## src/design/rcb_pkg.sv

```systemverilog
// Constants, register map and carrier types for the reference clock buffer.
// Assumes a 32-bit APB master and a single 250 MHz system clock.
package rcb_pkg;
    localparam int unsigned MCLK_MHZ = 250;
    localparam int unsigned ADDR_W = 12;
    localparam int unsigned DATA_W = 32;
    localparam int unsigned NUM_CH = 4;
    localparam int unsigned CH_W = 2;
    localparam int unsigned SYNC_STAGES = 2;

    // Register byte addresses
    localparam logic [ADDR_W-1:0] CTRL_OFFSET = 12'h000;
    localparam logic [ADDR_W-1:0] STATUS_OFFSET = 12'h004;

    // Control field positions
    localparam int unsigned CTRL_MODE_BIT = 0;
    localparam int unsigned CTRL_DIR_BIT = 1;
    localparam int unsigned CTRL_AUX_LSB = 2;
    localparam int unsigned CTRL_RUNTIME_BIT = 4;
    localparam int unsigned CTRL_FIXED_LSB = 5;
    localparam int unsigned CTRL_W = 7;

    // Status field positions
    localparam int unsigned STAT_ENABLED_BIT = 0;
    localparam int unsigned STAT_MAIN_BIT = 1;
    localparam int unsigned STAT_AUX_BIT = 2;
    localparam int unsigned STAT_OE_BIT = 3;
    localparam int unsigned STAT_CFGERR_BIT = 4;
    localparam int unsigned STAT_CH_LSB = 5;

    // Auxiliary output source codes
    localparam logic [1:0] AUX_PASS = 2'h0;
    localparam logic [1:0] AUX_DIV2 = 2'h1;
    localparam logic [1:0] AUX_LOW = 2'h2;
    localparam logic [1:0] AUX_RSVD = 2'h3;

    localparam logic MODE_INPUT = 1'h0;
    localparam logic MODE_OUTPUT = 1'h1;

    typedef struct packed {
        logic [CH_W-1:0] fixed_channel;
        logic runtime_select;
        logic [1:0] aux_clock_source_select;
        logic drive_direction_enable;
        logic mode;
    } rcb_cfg_type;

    localparam rcb_cfg_type CFG_RESET = '{
        fixed_channel: 2'h0,
        runtime_select: 1'h0,
        aux_clock_source_select: AUX_PASS,
        drive_direction_enable: 1'h0,
        mode: MODE_INPUT
    };

    typedef struct packed {
        logic p;
        logic n;
    } rcb_diff_type;
endpackage : rcb_pkg

```

## src/design/rcb_refclk_buffer.sv

```systemverilog
// Reference clock input/output buffer of a transceiver quad, sampled on mclk.
// Assumes pad and recovered clocks are well below mclk/2 and an APB master.
// Functional notes
// Enable low active; high powers down outputs
// Aux output: pass, divide by two, low
// Input mode needs drive enable cleared
// Output mode needs drive enable set
// Mode fixed while buffer is running
// Output mode routes one recovered clock
// Runtime channel change needs selectable variant
// Input mode main clock feeds local PLLs
// Two-bit select picks channel zero to three
// Divider toggles on rise, starts low
//
// Register access over APB and the placing of the registers are this design's own decisions.
`timescale 1ns/10ps
`default_nettype none

module rcb_sync #(
    parameter int unsigned WIDTH = 1,
    parameter logic [WIDTH-1:0] RESET_VALUE = '0
) (
    input wire logic mclk,
    input wire logic rst_n,
    input wire logic [WIDTH-1:0] async_in,
    output logic [WIDTH-1:0] sync_out
);
    logic [WIDTH-1:0] meta_q;

    always_ff @(posedge mclk or negedge rst_n) begin
        if (!rst_n) begin
            meta_q <= RESET_VALUE;
            sync_out <= RESET_VALUE;
        end else begin
            meta_q <= async_in;
            sync_out <= meta_q;
        end
    end
endmodule : rcb_sync

module rcb_refclk_buffer (
    input wire logic mclk,
    input wire logic rst_n,
    input wire logic [rcb_pkg::ADDR_W-1:0] paddr,
    input wire logic psel,
    input wire logic penable,
    input wire logic pwrite,
    input wire logic [rcb_pkg::DATA_W-1:0] pwdata,
    input wire logic [3:0] pstrb,
    output logic pready,
    output logic [rcb_pkg::DATA_W-1:0] prdata,
    output logic pslverr,
    input wire logic buffer_enable_n,
    input wire rcb_pkg::rcb_diff_type pad_in,
    output rcb_pkg::rcb_diff_type pad_out,
    output logic pad_oe,
    input wire logic [rcb_pkg::NUM_CH-1:0] recovered_rx_clock,
    input wire logic [rcb_pkg::CH_W-1:0] recovered_channel_select,
    output logic local_ref_clock_zero,
    output logic aux_fabric_clock_out
);
    rcb_pkg::rcb_cfg_type cfg_q;
    rcb_pkg::rcb_diff_type pad_s;
    logic en_n_s;
    logic [rcb_pkg::NUM_CH-1:0] rec_s;
    logic [rcb_pkg::CH_W-1:0] sel_s;
    logic ref_s;
    logic ref_prev_q;
    logic ref_rise;
    logic enabled;
    logic in_active;
    logic out_active;
    logic div_q;
    logic main_q;
    logic aux_q;
    logic aux_d;
    logic [rcb_pkg::CH_W-1:0] ch_d;
    logic [rcb_pkg::CH_W-1:0] ch_q;
    logic cfg_err;
    logic acc;
    logic hit_ctrl;
    logic hit_stat;

    // Every pin input crosses two flops before use
    // Enable sync resets to powered down, no start glitch
    rcb_sync #(.WIDTH(1), .RESET_VALUE(1'b1)) u_sync_en (
        .mclk(mclk), .rst_n(rst_n), .async_in(buffer_enable_n), .sync_out(en_n_s));
    rcb_sync #(.WIDTH(2)) u_sync_pad (
        .mclk(mclk), .rst_n(rst_n), .async_in(pad_in), .sync_out(pad_s));
    rcb_sync #(.WIDTH(rcb_pkg::NUM_CH)) u_sync_rec (
        .mclk(mclk), .rst_n(rst_n), .async_in(recovered_rx_clock), .sync_out(rec_s));
    rcb_sync #(.WIDTH(rcb_pkg::CH_W)) u_sync_sel (
        .mclk(mclk), .rst_n(rst_n), .async_in(recovered_channel_select), .sync_out(sel_s));

    // Differential level: high only when legs disagree the right way
    assign ref_s = pad_s.p & ~pad_s.n;
    assign ref_rise = ref_s & ~ref_prev_q;
    // Enable is active low
    assign enabled = ~en_n_s;
    assign in_active = enabled & (cfg_q.mode == rcb_pkg::MODE_INPUT);
    assign out_active = enabled & (cfg_q.mode == rcb_pkg::MODE_OUTPUT);
    // Flag a direction enable that contradicts the mode
    assign cfg_err = cfg_q.drive_direction_enable != cfg_q.mode;

    // APB slave, zero wait states
    assign pready = 1'b1;
    assign acc = psel & penable;
    assign hit_ctrl = paddr == rcb_pkg::CTRL_OFFSET;
    assign hit_stat = paddr == rcb_pkg::STATUS_OFFSET;

    always_ff @(posedge mclk or negedge rst_n) begin
        if (!rst_n) begin
            cfg_q <= rcb_pkg::CFG_RESET;
        end else if (acc && pwrite && hit_ctrl && pstrb[0]) begin
            cfg_q.drive_direction_enable <= pwdata[rcb_pkg::CTRL_DIR_BIT];
            cfg_q.aux_clock_source_select <= pwdata[rcb_pkg::CTRL_AUX_LSB +: 2];
            cfg_q.runtime_select <= pwdata[rcb_pkg::CTRL_RUNTIME_BIT];
            cfg_q.fixed_channel <= pwdata[rcb_pkg::CTRL_FIXED_LSB +: rcb_pkg::CH_W];
            // Mode only changes while powered down
            if (!enabled) begin
                cfg_q.mode <= pwdata[rcb_pkg::CTRL_MODE_BIT];
            end
        end
    end

    always_comb begin
        prdata = '0;
        pslverr = 1'b0;
        if (acc) begin
            if (hit_ctrl) begin
                prdata[rcb_pkg::CTRL_W-1:0] = cfg_q;
            end else if (hit_stat) begin
                prdata[rcb_pkg::STAT_ENABLED_BIT] = enabled;
                prdata[rcb_pkg::STAT_MAIN_BIT] = main_q;
                prdata[rcb_pkg::STAT_AUX_BIT] = aux_q;
                prdata[rcb_pkg::STAT_OE_BIT] = pad_oe;
                prdata[rcb_pkg::STAT_CFGERR_BIT] = cfg_err;
                prdata[rcb_pkg::STAT_CH_LSB +: rcb_pkg::CH_W] = ch_q;
            end else begin
                pslverr = 1'b1;
            end
        end
    end

    // Input path
    always_ff @(posedge mclk or negedge rst_n) begin
        if (!rst_n) begin
            ref_prev_q <= 1'b0;
        end else begin
            ref_prev_q <= ref_s;
        end
    end

    // Divider cleared while off, toggles per rise
    always_ff @(posedge mclk or negedge rst_n) begin
        if (!rst_n) begin
            div_q <= 1'b0;
        end else if (!in_active) begin
            div_q <= 1'b0;
        end else if (ref_rise) begin
            div_q <= ~div_q;
        end
    end

    // Aux source select
    always_comb begin
        aux_d = 1'b0;
        if (in_active) begin
            unique case (cfg_q.aux_clock_source_select)
                rcb_pkg::AUX_PASS: aux_d = ref_s;
                rcb_pkg::AUX_DIV2: aux_d = div_q ^ ref_rise;
                rcb_pkg::AUX_LOW: aux_d = 1'b0;
                rcb_pkg::AUX_RSVD: aux_d = 1'b0;
            endcase
        end
    end

    // Main clock to local PLL inputs, quiet when off
    always_ff @(posedge mclk or negedge rst_n) begin
        if (!rst_n) begin
            main_q <= 1'b0;
            aux_q <= 1'b0;
        end else begin
            main_q <= in_active & ref_s;
            aux_q <= aux_d;
        end
    end
    assign local_ref_clock_zero = main_q;
    assign aux_fabric_clock_out = aux_q;

    // Runtime select or fixed channel
    assign ch_d = cfg_q.runtime_select ? sel_s : cfg_q.fixed_channel;

    // Drive chosen recovered clock onto pads
    always_ff @(posedge mclk or negedge rst_n) begin
        if (!rst_n) begin
            pad_out <= '0;
            pad_oe <= 1'b0;
            ch_q <= '0;
        end else begin
            ch_q <= ch_d;
            pad_oe <= out_active;
            pad_out.p <= out_active & rec_s[ch_d];
            pad_out.n <= out_active & ~rec_s[ch_d];
        end
    end

    AST_DISABLE_QUIET: assert property (@(posedge mclk) disable iff (!rst_n)
        en_n_s |=> !main_q && !aux_q && !pad_oe && !pad_out.p && !pad_out.n)
        else $error("outputs active while disabled");
    AST_AUX_PASS: assert property (@(posedge mclk) disable iff (!rst_n)
        in_active && cfg_q.aux_clock_source_select == rcb_pkg::AUX_PASS
        |=> aux_q == main_q)
        else $error("aux pass differs from main");
    AST_AUX_LOW: assert property (@(posedge mclk) disable iff (!rst_n)
        cfg_q.aux_clock_source_select[1] |=> !aux_q)
        else $error("aux not held low");
    AST_AUX_DIV: assert property (@(posedge mclk) disable iff (!rst_n)
        in_active && cfg_q.aux_clock_source_select == rcb_pkg::AUX_DIV2
        |=> aux_q == div_q)
        else $error("aux not divided clock");
    AST_DIV_TOGGLE: assert property (@(posedge mclk) disable iff (!rst_n)
        in_active && ref_rise |=> div_q != $past(div_q))
        else $error("divider missed a rise");
    AST_DIV_HOLD: assert property (@(posedge mclk) disable iff (!rst_n)
        in_active && !ref_rise |=> $stable(div_q) || !in_active)
        else $error("divider moved without rise");
    AST_DIV_START_LOW: assert property (@(posedge mclk) disable iff (!rst_n)
        $rose(in_active) |-> !div_q)
        else $error("divider not low at start");
    AST_MAIN_FOLLOW: assert property (@(posedge mclk) disable iff (!rst_n)
        in_active |=> main_q == $past(ref_s))
        else $error("main clock does not follow pad");
    AST_OUT_ROUTE: assert property (@(posedge mclk) disable iff (!rst_n)
        out_active |=> pad_oe && pad_out.p == $past(rec_s[ch_d]) && pad_out.n != pad_out.p)
        else $error("recovered clock not routed");
    AST_RUNTIME_SEL: assert property (@(posedge mclk) disable iff (!rst_n)
        out_active && cfg_q.runtime_select |=> ch_q == $past(sel_s))
        else $error("runtime select ignored");
    AST_MODE_LOCKED: assert property (@(posedge mclk) disable iff (!rst_n)
        enabled |=> cfg_q.mode == $past(cfg_q.mode))
        else $error("mode changed while running");
    AST_INPUT_NO_DRIVE: assert property (@(posedge mclk) disable iff (!rst_n)
        cfg_q.mode == rcb_pkg::MODE_INPUT |=> !pad_oe)
        else $error("pads driven in input mode");

    COV_DIV_RUN: cover property (@(posedge mclk) disable iff (!rst_n)
        in_active && cfg_q.aux_clock_source_select == rcb_pkg::AUX_DIV2 && ref_rise);
    COV_OUT_CH3: cover property (@(posedge mclk) disable iff (!rst_n)
        out_active && ch_d == 2'h3);
    COV_SEL_SWITCH: cover property (@(posedge mclk) disable iff (!rst_n)
        out_active && cfg_q.runtime_select && $changed(sel_s));
    COV_UNMAPPED: cover property (@(posedge mclk) disable iff (!rst_n) pslverr);
endmodule : rcb_refclk_buffer

`default_nettype wire

```

## config.mk

```make
export PLATFORM = sky130hd
export DESIGN_NAME = rcb_refclk_buffer
export DESIGN_NICKNAME = d
export VERILOG_FILES = /design/src/design/rcb_pkg.sv /design/src/design/rcb_refclk_buffer.sv
export SDC_FILE = /design/constraint.sdc
export NUM_CORES = 1
export LEC_CHECK = 0
export BUFFER_PORTS_ARGS = -buffer_cell sky130_fd_sc_hd__buf_4
export CAP_MARGIN = 20
export CORE_MARGIN = 5
export CORE_UTILIZATION = 37
export DETAILED_ROUTE_END_ITERATION = 12
export HOLD_SLACK_MARGIN = 0.1
export PLACE_DENSITY = 0.75
export SLEW_MARGIN = 10
export SYNTH_ARGS = -nofsm -noshare
export SYNTH_HDL_FRONTEND = slang
export SYNTH_SLANG_ARGS = --single-unit
```

## constraint.sdc

```tcl
create_clock -name mclk -period 1.4 [get_ports mclk]
set_clock_uncertainty 0.2 [all_clocks]
set_input_delay 0.07 -clock mclk [delete_from_list [all_inputs] [get_ports mclk]]
set_output_delay 0.07 -clock mclk [all_outputs]
set_load 0.01 [all_outputs]
```

==> flow_summary.toml, run 1 <==
[run_status]
outcome = "finished, violations left"
violations = "negative setup slack"

[place]
dpl_worst_slack_ns = -0.340
place_congestion = 0.815
numPortBuffers = 46
hpwl_mm = 2.32

[power_and_ir_drop]
power_density_mw_per_mm2 = 917
power_switching_w = 0.000442
intPower_w = 0.00171
combPwrFrac_pct = 11.0
ir_drop_v = 0.000634
p_leak_nw = 1.15
p_clk_share_pct = 41.1
switching_share_pct = 20.5
total_power_w = 0.00215
pwr-share-seq_pct = 47.8

[floorplan]
die_w_um = 74.0
die_h_um = 74.0
fp.coreArea_mm2 = 0.00397
initial_core_util_pct = 38.1
boundaryPins = 101
die_area_mm2 = 0.00547
rows = 23

[global_routing]
grtUsageTotal_pct = 12.8
antenna_found_initial = 0
grt_overflow = 0
grt_pass1_wl_mm = 5.13
grt_max_degree = 35
grt_pass1_vias = 1112

[logic_synthesis]
syn_inst = 115
yosys_warnings = 0
synth-adder-area-share_pct = 0
syn_area_per_cell_um2 = 13.2
synthSimpleGateAreaFrac_pct = 11.9
synth-xor-area-share_pct = 1.16
synth_top_family_by_area = "buffers and inverters"
synthMuxAreaShare_pct = 13.4
ys_seq_elements = 34
yosys.area.top_type = "dfrtp_1"
yosysTopAreaCellShare_pct = 52.9
yosysSeqAreaShare_pct = 56.4
yosys-top-cells-area = "dfrtp_1 53%, buf_4 13%, mux2i_1 6.0%"
ys_types = 28
synth_area_mm2 = 0.00151
synth_compound_gate_area_share_pct = 2.81

[detailed_routing]
drc = 0
ant_nets = 0
drt-initial-drc-count = 35
wl_mm = 3.28
num_vias = 1085
firstDrtPassIters = 4
wl_per_cell_um = 13.2
via_per_inst = 4.36

[layout]
synthToLayoutAreaGrowth_pct = 55.0
final_cell_mix = "49 x buf_4, 31 x dfrtp_1, 26 x conb_1"
drive_gt1_share_pct = 48.2
fin_nets = 261
antennaDiodeCount = 0
fillers = 333
layout_commonest_cell = "buf_4"

[worst_setup_path]
path_cells = "inv_2, nor4_2, mux2_1"
cp.arrival_ns = 1.47
slowest_delay_ns = 0.54
crit_type = "flop to flop"
worstPathRequired_ns = 1.36
crit_family = "flip-flops"
cp_slowest_cell = "dfstp_2"
path_buf_inv = 1
path_max_fanout = 2
r2r_setup_slack_ns = -0.12
startpoint_type = "flop"
cp-end-kind = "flop"

[sta]
min_period_ns = 1.52
hold_viol = 0
worst_slack_ns = -0.118
setup_viol = 11
period_share_pct = 108
rsz0062_at_grt = "yes"
slew_viol_final = 0
clock.fmax_mhz = 659

[min_path]
min_path_type = "primary input to flop"

[cts]
cts_buffers = 5
holdBufCountCts = 18
clock_path_buffers = 2
clk-insertion-delay-late_ns = 0.27
htree_levels = 2
ctsRootBufferMaster = "clkbuf_8"
cts_sinks = 34
cts_tree = "built"
clkTransAtPathRegs_ns = 0.07

[run]
maxCapViolCount = 0
kinds of logic after synthesis:
family / count (synthesis)
AO/OA/AOI/OAI: 6
multiplexers: 17
flip-flops: 34
AND/OR/NAND/NOR: 24
other: 2
XOR/XNOR: 2
buffers and inverters: 30
routing by layer:
layer	global-route usage [%]	share of wire, %	vias to the layer above
met4	4.23	0.52	0
li1	-	-	499
met2	22.8	54	56
met5	0	0	-
met1	13.6	35	528
met3	5.14	11	2
cell usage after synthesis (all sizes together):
master,instances
a31oi,1
mux2,8
nand2,3
nor2b,2
nand2b,1
buf,27
nor4,3
xnor2,2
o21ai,1
inv,3
a211oi,2
nor2,8
and2,2
a2111oi,1
o211ai,1
nor3,4
nand4,1
conb,2
dfstp,2
dfrtp,32
mux2i,9
worst paths after layout:
check / startpoint / to / depth (start not counted)
max in group asynchronous: rst_n / u_sync_en.sync_out$_DFF_PN1_ / 3
setup / recovery: u_sync_en.sync_out$_DFF_PN1_ / cfg_q[0]$_DFFE_PN0P_ / 3
min in group asynchronous: rst_n / u_sync_sel.meta_q[1]$_DFF_PN0_ / 3
hold reg to reg: u_sync_pad.meta_q[1]$_DFF_PN0_ / u_sync_pad.sync_out[1]$_DFF_PN0_ / 0
setup reg to reg: u_sync_en.sync_out$_DFF_PN1_ / cfg_q[0]$_DFFE_PN0P_ / 3
hold / removal: paddr[2] / cfg_q[0]$_DFFE_PN0P_ / 3
worst register-to-register path, stage by stage, from the launching register on:
cell and delay (ns):
dfstp_2 0.54, inv_2 0.04, nor4_2 0.28, mux2_1 0.35
state kept, by name, indices dropped and copies added, names as in the netlist, 2 cells and up:
name                 cells
u_sync_rec.meta_q        4
pad_out                  2
u_sync_pad.sync_out      2
u_sync_sel.sync_out      2
cfg_q                    7
ch_q                     2
u_sync_sel.meta_q        2
u_sync_pad.meta_q        2
u_sync_rec.sync_out      4
per-stage QoR:
stage	hold WS, ns	setup TNS (ns)	utilization [%]	instance area (um^2)	cells
finish	0.00442	-1.09	59.1	2350	249
global route	0.00899	-2.22	59.1	2350	249
CTS	-0.0173	-1.29	57.5	2280	246
detailed placement	-0.163	-3.34	47.1	1870	215
global placement	-0.176	-2.43	47.1	1870	215
floorplan	-0.426	-1.42	-	1610	139
power by group through the flow:
stage,Clock (W),Combinational [W],Sequential [W]
3_3_place_gp,0,0.000180,0.00104
2_1_floorplan,0,0.000119,0.00105
6_report,0.000886,0.000238,0.00103
4_1_cts,0.000911,0.000229,0.00103
5_1_grt,0.000968,0.000262,0.00103
3_5_place_dp,0,0.000184,0.00105
final cells by class:
cell class	instances	area [um^2]	area share [%]
inverters	3	11.3	0.480
repair buffers	80	694	29.6
flip-flops and latches	34	855	36.4
clock inverters	1	30.0	1.28
multi-input cells	75	612	26.1
well taps	50	62.6	2.67
clock buffers	6	82.6	3.52
timing repair:
action | CTS | global route
endpoints found under the hold margin | 50 | 2
pin swaps | 6 | 5
endpoints found under the setup margin | 17 | 51
buffers inserted | 6 | 3
gates resized for setup | 20 | 10
Note: power is estimated with default switching activity, not from simulation.
==> run 2: changes to the inputs <==
CORE_UTILIZATION = 41   (was 37)
PLACE_DENSITY = 0.79   (was 0.75)
clock period = 1.5 ns   (was 1.4 ns; I/O delays follow)
==> flow_summary.toml, run 2 (synthesis results as in run 1) <==
[run_status]
outcome = "finished, violations left"
violations = "negative setup slack"

[place]
hpwl_mm = 2.27
place_congestion = 0.816
dpl_worst_slack_ns = -0.229
numPortBuffers = 46

[floorplan]
fp.coreArea_mm2 = 0.00361
die_area_mm2 = 0.00501
rows = 22
die_w_um = 70.8
die_h_um = 70.8
boundaryPins = 101
initial_core_util_pct = 42.0

[global_routing]
grt_pass1_vias = 1068
grtUsageTotal_pct = 12.8
grt_pass1_wl_mm = 4.96
antenna_found_initial = 0
grt_max_degree = 35
grt_overflow = 0

[min_path]
worst_hold_path.num_cells = 3
min_path_type = "primary input to flop"
holdPathEnd = "cfg_q[0]$_DFFE_PN0P_"
hold_start = "paddr[2]"

[worst_setup_path]
r2r_end = "pad_out[1]$_DFF_PN0_"
crit_type = "primary input to flop"
worstPathRequired_ns = 1.47
crit_start = "paddr[5]"
r2r_start = "cfg_q[4]$_DFFE_PN0P_"
cp.arrival_ns = 1.49
startpoint_type = "primary input"
r2r_setup_slack_ns = 0.04
r2r_cells = 5
path_max_fanout = 4
cp-end-kind = "flop"

[cts]
clkTransAtPathRegs_ns = 0.07
cts_buffers = 5
clock_path_buffers = 2
holdBufCountCts = 18
clk-insertion-delay-late_ns = 0.28
cts_sinks = 34
htree_levels = 2
cts_tree = "built"
ctsRootBufferMaster = "clkbuf_8"

[sta]
min_period_ns = 1.51
setup_tns_ns = -0.0109
hold_viol = 0
period_share_pct = 101
clock.fmax_mhz = 662
slew_viol_final = 0
setup_viol = 1
worst_slack_ns = -0.0109
rsz0062_at_grt = "yes"

[layout]
fin_util_pct = 63.1
layout_commonest_cell = "buf_4"
drive_gt1_share_pct = 44.4
final_cell_mix = "50 x buf_4, 31 x dfrtp_1, 26 x conb_1"
largest_register = "cfg_q"
antennaDiodeCount = 0
fin_nets = 257
synthToLayoutAreaGrowth_pct = 50.3
largest_reg_flops = 7
reg_top3 = "cfg_q x7, u_sync_rec.meta_q x4, u_sync_rec.sync_out x4"

[power_and_ir_drop]
power_density_mw_per_mm2 = 884
p_leak_nw = 1.13
ir_drop_v = 0.000802

[detailed_routing]
wl_mm = 3.37
num_vias = 1049
drt-initial-drc-count = 30
wl_per_cell_um = 13.8
drc = 0
ant_nets = 0
firstDrtPassIters = 4
via_per_inst = 4.30

[run]
maxCapViolCount = 0
run 2: cell count changes in the layout (fill, tap and decap cells not counted), moves of 2 or more:
cell	before	now
buf_6	13	7
nor2_1	5	8
clkinvlp_4	0	2
mux2i_1	7	9
mux2i_4	2	0
nor2_4	2	0
run 2: final cells by class:
cell class | count | area [um^2]
clock buffers | 5 | 68.8
clock inverters | 3 | 45.0
fillers | 263 | 1330
inverters | 3 | 11.3
multi-input cells | 75 | 582
flip-flops and latches | 34 | 855
well taps | 48 | 60.1
repair buffers | 76 | 654
run 2: worst max path at each step:
| stage | end | slack [ns] |
|---|---|---|
| after detailed placement | cfg_q[5]$_DFFE_PN0P_ | -0.23 |
| after CTS | prdata[4] | -0.02 |
| final | cfg_q[0]$_DFFE_PN0P_ | -0.01 |
| after global placement | cfg_q[4]$_DFFE_PN0P_ | -0.19 |
| after global routing | pad_out[1]$_DFF_PN0_ | -0.08 |
| after floorplan | cfg_q[1]$_DFFE_PN0P_ | -0.12 |
run 2: power by group:
part	total (W)	switching, W	leakage, nW	internal, W
clock	0.000828	0.000334	0.0504	0.000494
combinational	0.000223	0.000109	0.651	0.000114
sequential	0.000960	0.0000111	0.427	0.000949
total	0.00201	0.000455	1.13	0.00156
run 2: metal layers:
layer,vias up,GRT usage [%],part of all wire [%]
li1,489,-,-
met1,500,13.9,35
met2,55,21.6,54
met3,5,5.40,9.9
met4,0,5.64,1.7
met5,-,0,0
run 2: critical path, stage by stage:
cell and delay, ns:
buf_6 0.10, nor4_4 0.37, nand4_4 0.19, buf_6 0.17
nor4_4 0.26, mux2_4 0.32
run 2: what timing repair did:
action,CTS,global route
hold endpoints to repair,50,1
endpoints found under the setup margin,4,10
setup buffers,2,4
pin swaps,5,6
gates resized for setup,6,10
run 2: through the flow:
stage | std cells | power [W] | instance area [um^2] | hold WS, ns
detailed placement | 212 | 0.00115 | 1870 | -0.161
CTS | 240 | 0.00202 | 2200 | 0.0545
finish | 244 | 0.00201 | 2280 | 0.0763
global placement | 212 | 0.00114 | 1870 | -0.177
floorplan | 139 | 0.00109 | 1600 | -0.421
global route | 244 | 0.00210 | 2280 | 0.0873
==> run 3: changes to the inputs <==
--- a/config.mk
+++ b/config.mk
@@ -12,3 +12,3 @@
 export DETAILED_ROUTE_END_ITERATION = 12
-export HOLD_SLACK_MARGIN = 0.1
+export HOLD_SLACK_MARGIN = 0.02
 export PLACE_DENSITY = 0.79
@@ -17,2 +17,3 @@
 export SYNTH_HDL_FRONTEND = slang
+export SYNTH_HIERARCHICAL = 1
 export SYNTH_SLANG_ARGS = --single-unit
==> constraint.sdc (replaced) <==
create_clock -name mclk -period 1.5 [get_ports mclk]
set_clock_uncertainty 0.2 [all_clocks]
set_input_delay 0.3 -clock mclk [delete_from_list [all_inputs] [get_ports mclk]]
set_output_delay 0.3 -clock mclk [all_outputs]
set_load 0.01 [all_outputs]
==> flow_summary.toml, run 3 <==
[floorplan]
initial_core_util_pct = 41.5
die_h_um = 70.4
rows = 22
fp.coreArea_mm2 = 0.00361
die_w_um = 70.4
boundaryPins = 101
die_area_mm2 = 0.00496

[sta]
slew_viol_final = 0
rsz0062_at_grt = "yes"
setup_viol = 16
period_share_pct = 153
worst_slack_ns = -0.798
clock.fmax_mhz = 435
setup_tns_ns = -10.23
min_period_ns = 2.30
hold_slack_ns = 0.0486
hold_viol = 0

[detailed_routing]
wl_met1_mm = 1.10
drt-initial-drc-count = 29
wl_met3_um = 229
wl_per_cell_um = 13.7
top_layer = "met4"
wl_mm = 3.18
firstDrtPassIters = 4
drc = 0
dr_wl_met2_mm = 1.78
ant_nets = 0
via_per_inst = 4.37
num_vias = 1014

[worst_setup_path]
r2r_cells = 4
crit_family = "simple AND/OR/NAND/NOR gates"
crit_type = "primary input to output pin"
r2r_end = "pad_out[1]$_DFF_PN0_"
path_buf_inv = 2
r2r_start = "cfg_q[4]$_DFFE_PN0P_"
cp.arrival_ns = 1.80
path_cells = "buf_6, or4_4, or4_4, a211oi_2, buf_4"
worstPathRequired_ns = 1.00
startpoint_type = "primary input"
cp-end-kind = "output pin"
path_max_fanout = 5
r2r_setup_slack_ns = -0.01
slowest_delay_ns = 0.57
critPathMostFrequentCell = "or4_4"
cp_slowest_cell = "or4_4"

[layout]
drive_gt1_share_pct = 45.7
largest_register = "cfg_q"
synthToLayoutAreaGrowth_pct = 42.0
final_cell_area_mm2 = 0.00212
fin_util_pct = 58.9
regArea_um2 = 855
layout_commonest_cell = "buf_4"
final_cell_mix = "46 x buf_4, 31 x dfrtp_1, 26 x conb_1"
reg_top3 = "cfg_q x7, u_sync_rec/meta_q x4, u_sync_rec/sync_out x4"
fin_nets = 245
antennaDiodeCount = 0
fillers = 290
largest_reg_flops = 7
multi_input_area_um2 = 579

[cts]
clock_path_buffers = 2
clk-insertion-delay-late_ns = 0.28
htree_levels = 2
cts_tree = "built"
ctsRootBufferMaster = "clkbuf_8"
clkTransAtPathRegs_ns = 0.06
cts_buffers = 5
cts_sinks = 34

[global_routing]
antenna_found_initial = 0
grtUsageTotal_pct = 13.2
grt_pass1_vias = 1057
grt_pass1_wl_mm = 5.02
grt_max_degree = 35
grt_overflow = 0

[logic_synthesis]
yosysTopAreaCellShare_pct = 53.5
ys_top_cells_by_count = "32 x dfrtp_1, 26 x buf_4, 10 x mux2i_1"
ys_seq_elements = 34
synth_area_mm2 = 0.00150
yosys_warnings = 6
synthFlopType = "dfrtp_1"
syn_inst = 116
synth.most_common_cell = "dfrtp_1"
yosys-top-cells-area = "dfrtp_1 54%, buf_4 13%, mux2i_1 6.7%"
yosys.area.top_type = "dfrtp_1"
ys_types = 28
yosysSeqAreaShare_pct = 57.0
synth-async-reset-ratio_pct = 100
syn_area_per_cell_um2 = 12.9
synth_edf_count = 0

[min_path]
hold_start = "pwdata[6]"
worst_hold_path.num_cells = 2
holdPathEnd = "cfg_q[6]$_DFFE_PN0P_"
min_path_type = "primary input to flop"

[power_and_ir_drop]
power_density_mw_per_mm2 = 863
p_clk_share_pct = 37.1
switching_share_pct = 22.7
p_leak_nw = 1.08
combPwrFrac_pct = 10.4
pwr-share-seq_pct = 52.5
intPower_w = 0.00142
power_switching_w = 0.000416
ir_drop_v = 0.000780

[run]
maxCapViolCount = 0

[place]
hpwl_mm = 2.30
place_congestion = 0.880
numPortBuffers = 46
dpl_cell_area_mm2 = 0.00181
dpl_worst_slack_ns = -0.896

[run_status]
outcome = "finished, violations left"
violations = "negative setup slack"
==> run 3: repair_timing <==
| item | 4_1_cts | 5_1_grt |
|---|---|---|
| hold buffers | 10 | 0 |
| setup endpoints to repair | 17 | 18 |
| resized for setup | 12 | 8 |
| cloned | 1 | 0 |
| setup buffers | 2 | 2 |
| endpoints found under the hold margin | 41 | 0 |
| pin swaps | 7 | 4 |
==> run 3: power by group through the flow <==
stage | sequential (W) | clock [W] | combinational, W
after floorplan | 0.000976 | 0 | 0.000110
after global placement | 0.000975 | 0 | 0.000155
after detailed placement | 0.000978 | 0 | 0.000160
after CTS | 0.000962 | 0.000699 | 0.000186
after global routing | 0.000964 | 0.000744 | 0.000209
final | 0.000962 | 0.000681 | 0.000190
==> run 3: per-layer routing <==
metal	vias up	global-route usage, %
met5	-	0
met2	50	24.1
met1	492	13.2
met4	0	6.81
met3	7	4.17
li1	465	-
==> run 3: layout make-up <==
type	instances	share of cell area [%]
clock buffers	6	3.89
clock inverters	2	0.589
inverters	3	0.530
multi-input cells	76	27.3
flip-flops and latches	34	40.2
well taps	48	2.83
repair buffers	63	24.7
==> run 3: kinds of logic (layout without fill, tap and decap cells) <==
| family | after synthesis | count (layout) | share of synthesized area [%] |
|---|---|---|---|
| AOI/OAI and AO/OA | 4 | 4 | 1.92 |
| xor gates and xnor gates | 2 | 2 | 1.17 |
| buffers and inverters | 31 | 74 | 14.8 |
| DFF | 34 | 34 | 57.0 |
| muxes | 18 | 18 | 14.2 |
| other | 2 | 26 | 0.502 |
| and+or+nand+nor | 25 | 26 | 10.4 |
==> run 3: worst max-delay path by stage <==
stage / cells past startpoint / slack [ns] / to / start
4_1_cts: 5 / -0.81 / prdata[4] / paddr[1]
3_3_place_gp: 5 / -0.87 / cfg_q[0]$_DFFE_PN0P_ / paddr[5]
3_5_place_dp: 5 / -0.90 / cfg_q[4]$_DFFE_PN0P_ / paddr[5]
2_1_floorplan: 5 / -0.76 / cfg_q[0]$_DFFE_PN0P_ / paddr[5]
6_report: 5 / -0.80 / prdata[4] / paddr[6]
5_1_grt: 5 / -0.83 / prdata[4] / paddr[6]
==> run 3: per-stage QoR <==
stage / std cells / power, W
finish: 232 / 0.00183
global route: 232 / 0.00192
CTS: 230 / 0.00185
detailed placement: 209 / 0.00114
global placement: 209 / 0.00113
floorplan: 140 / 0.00109
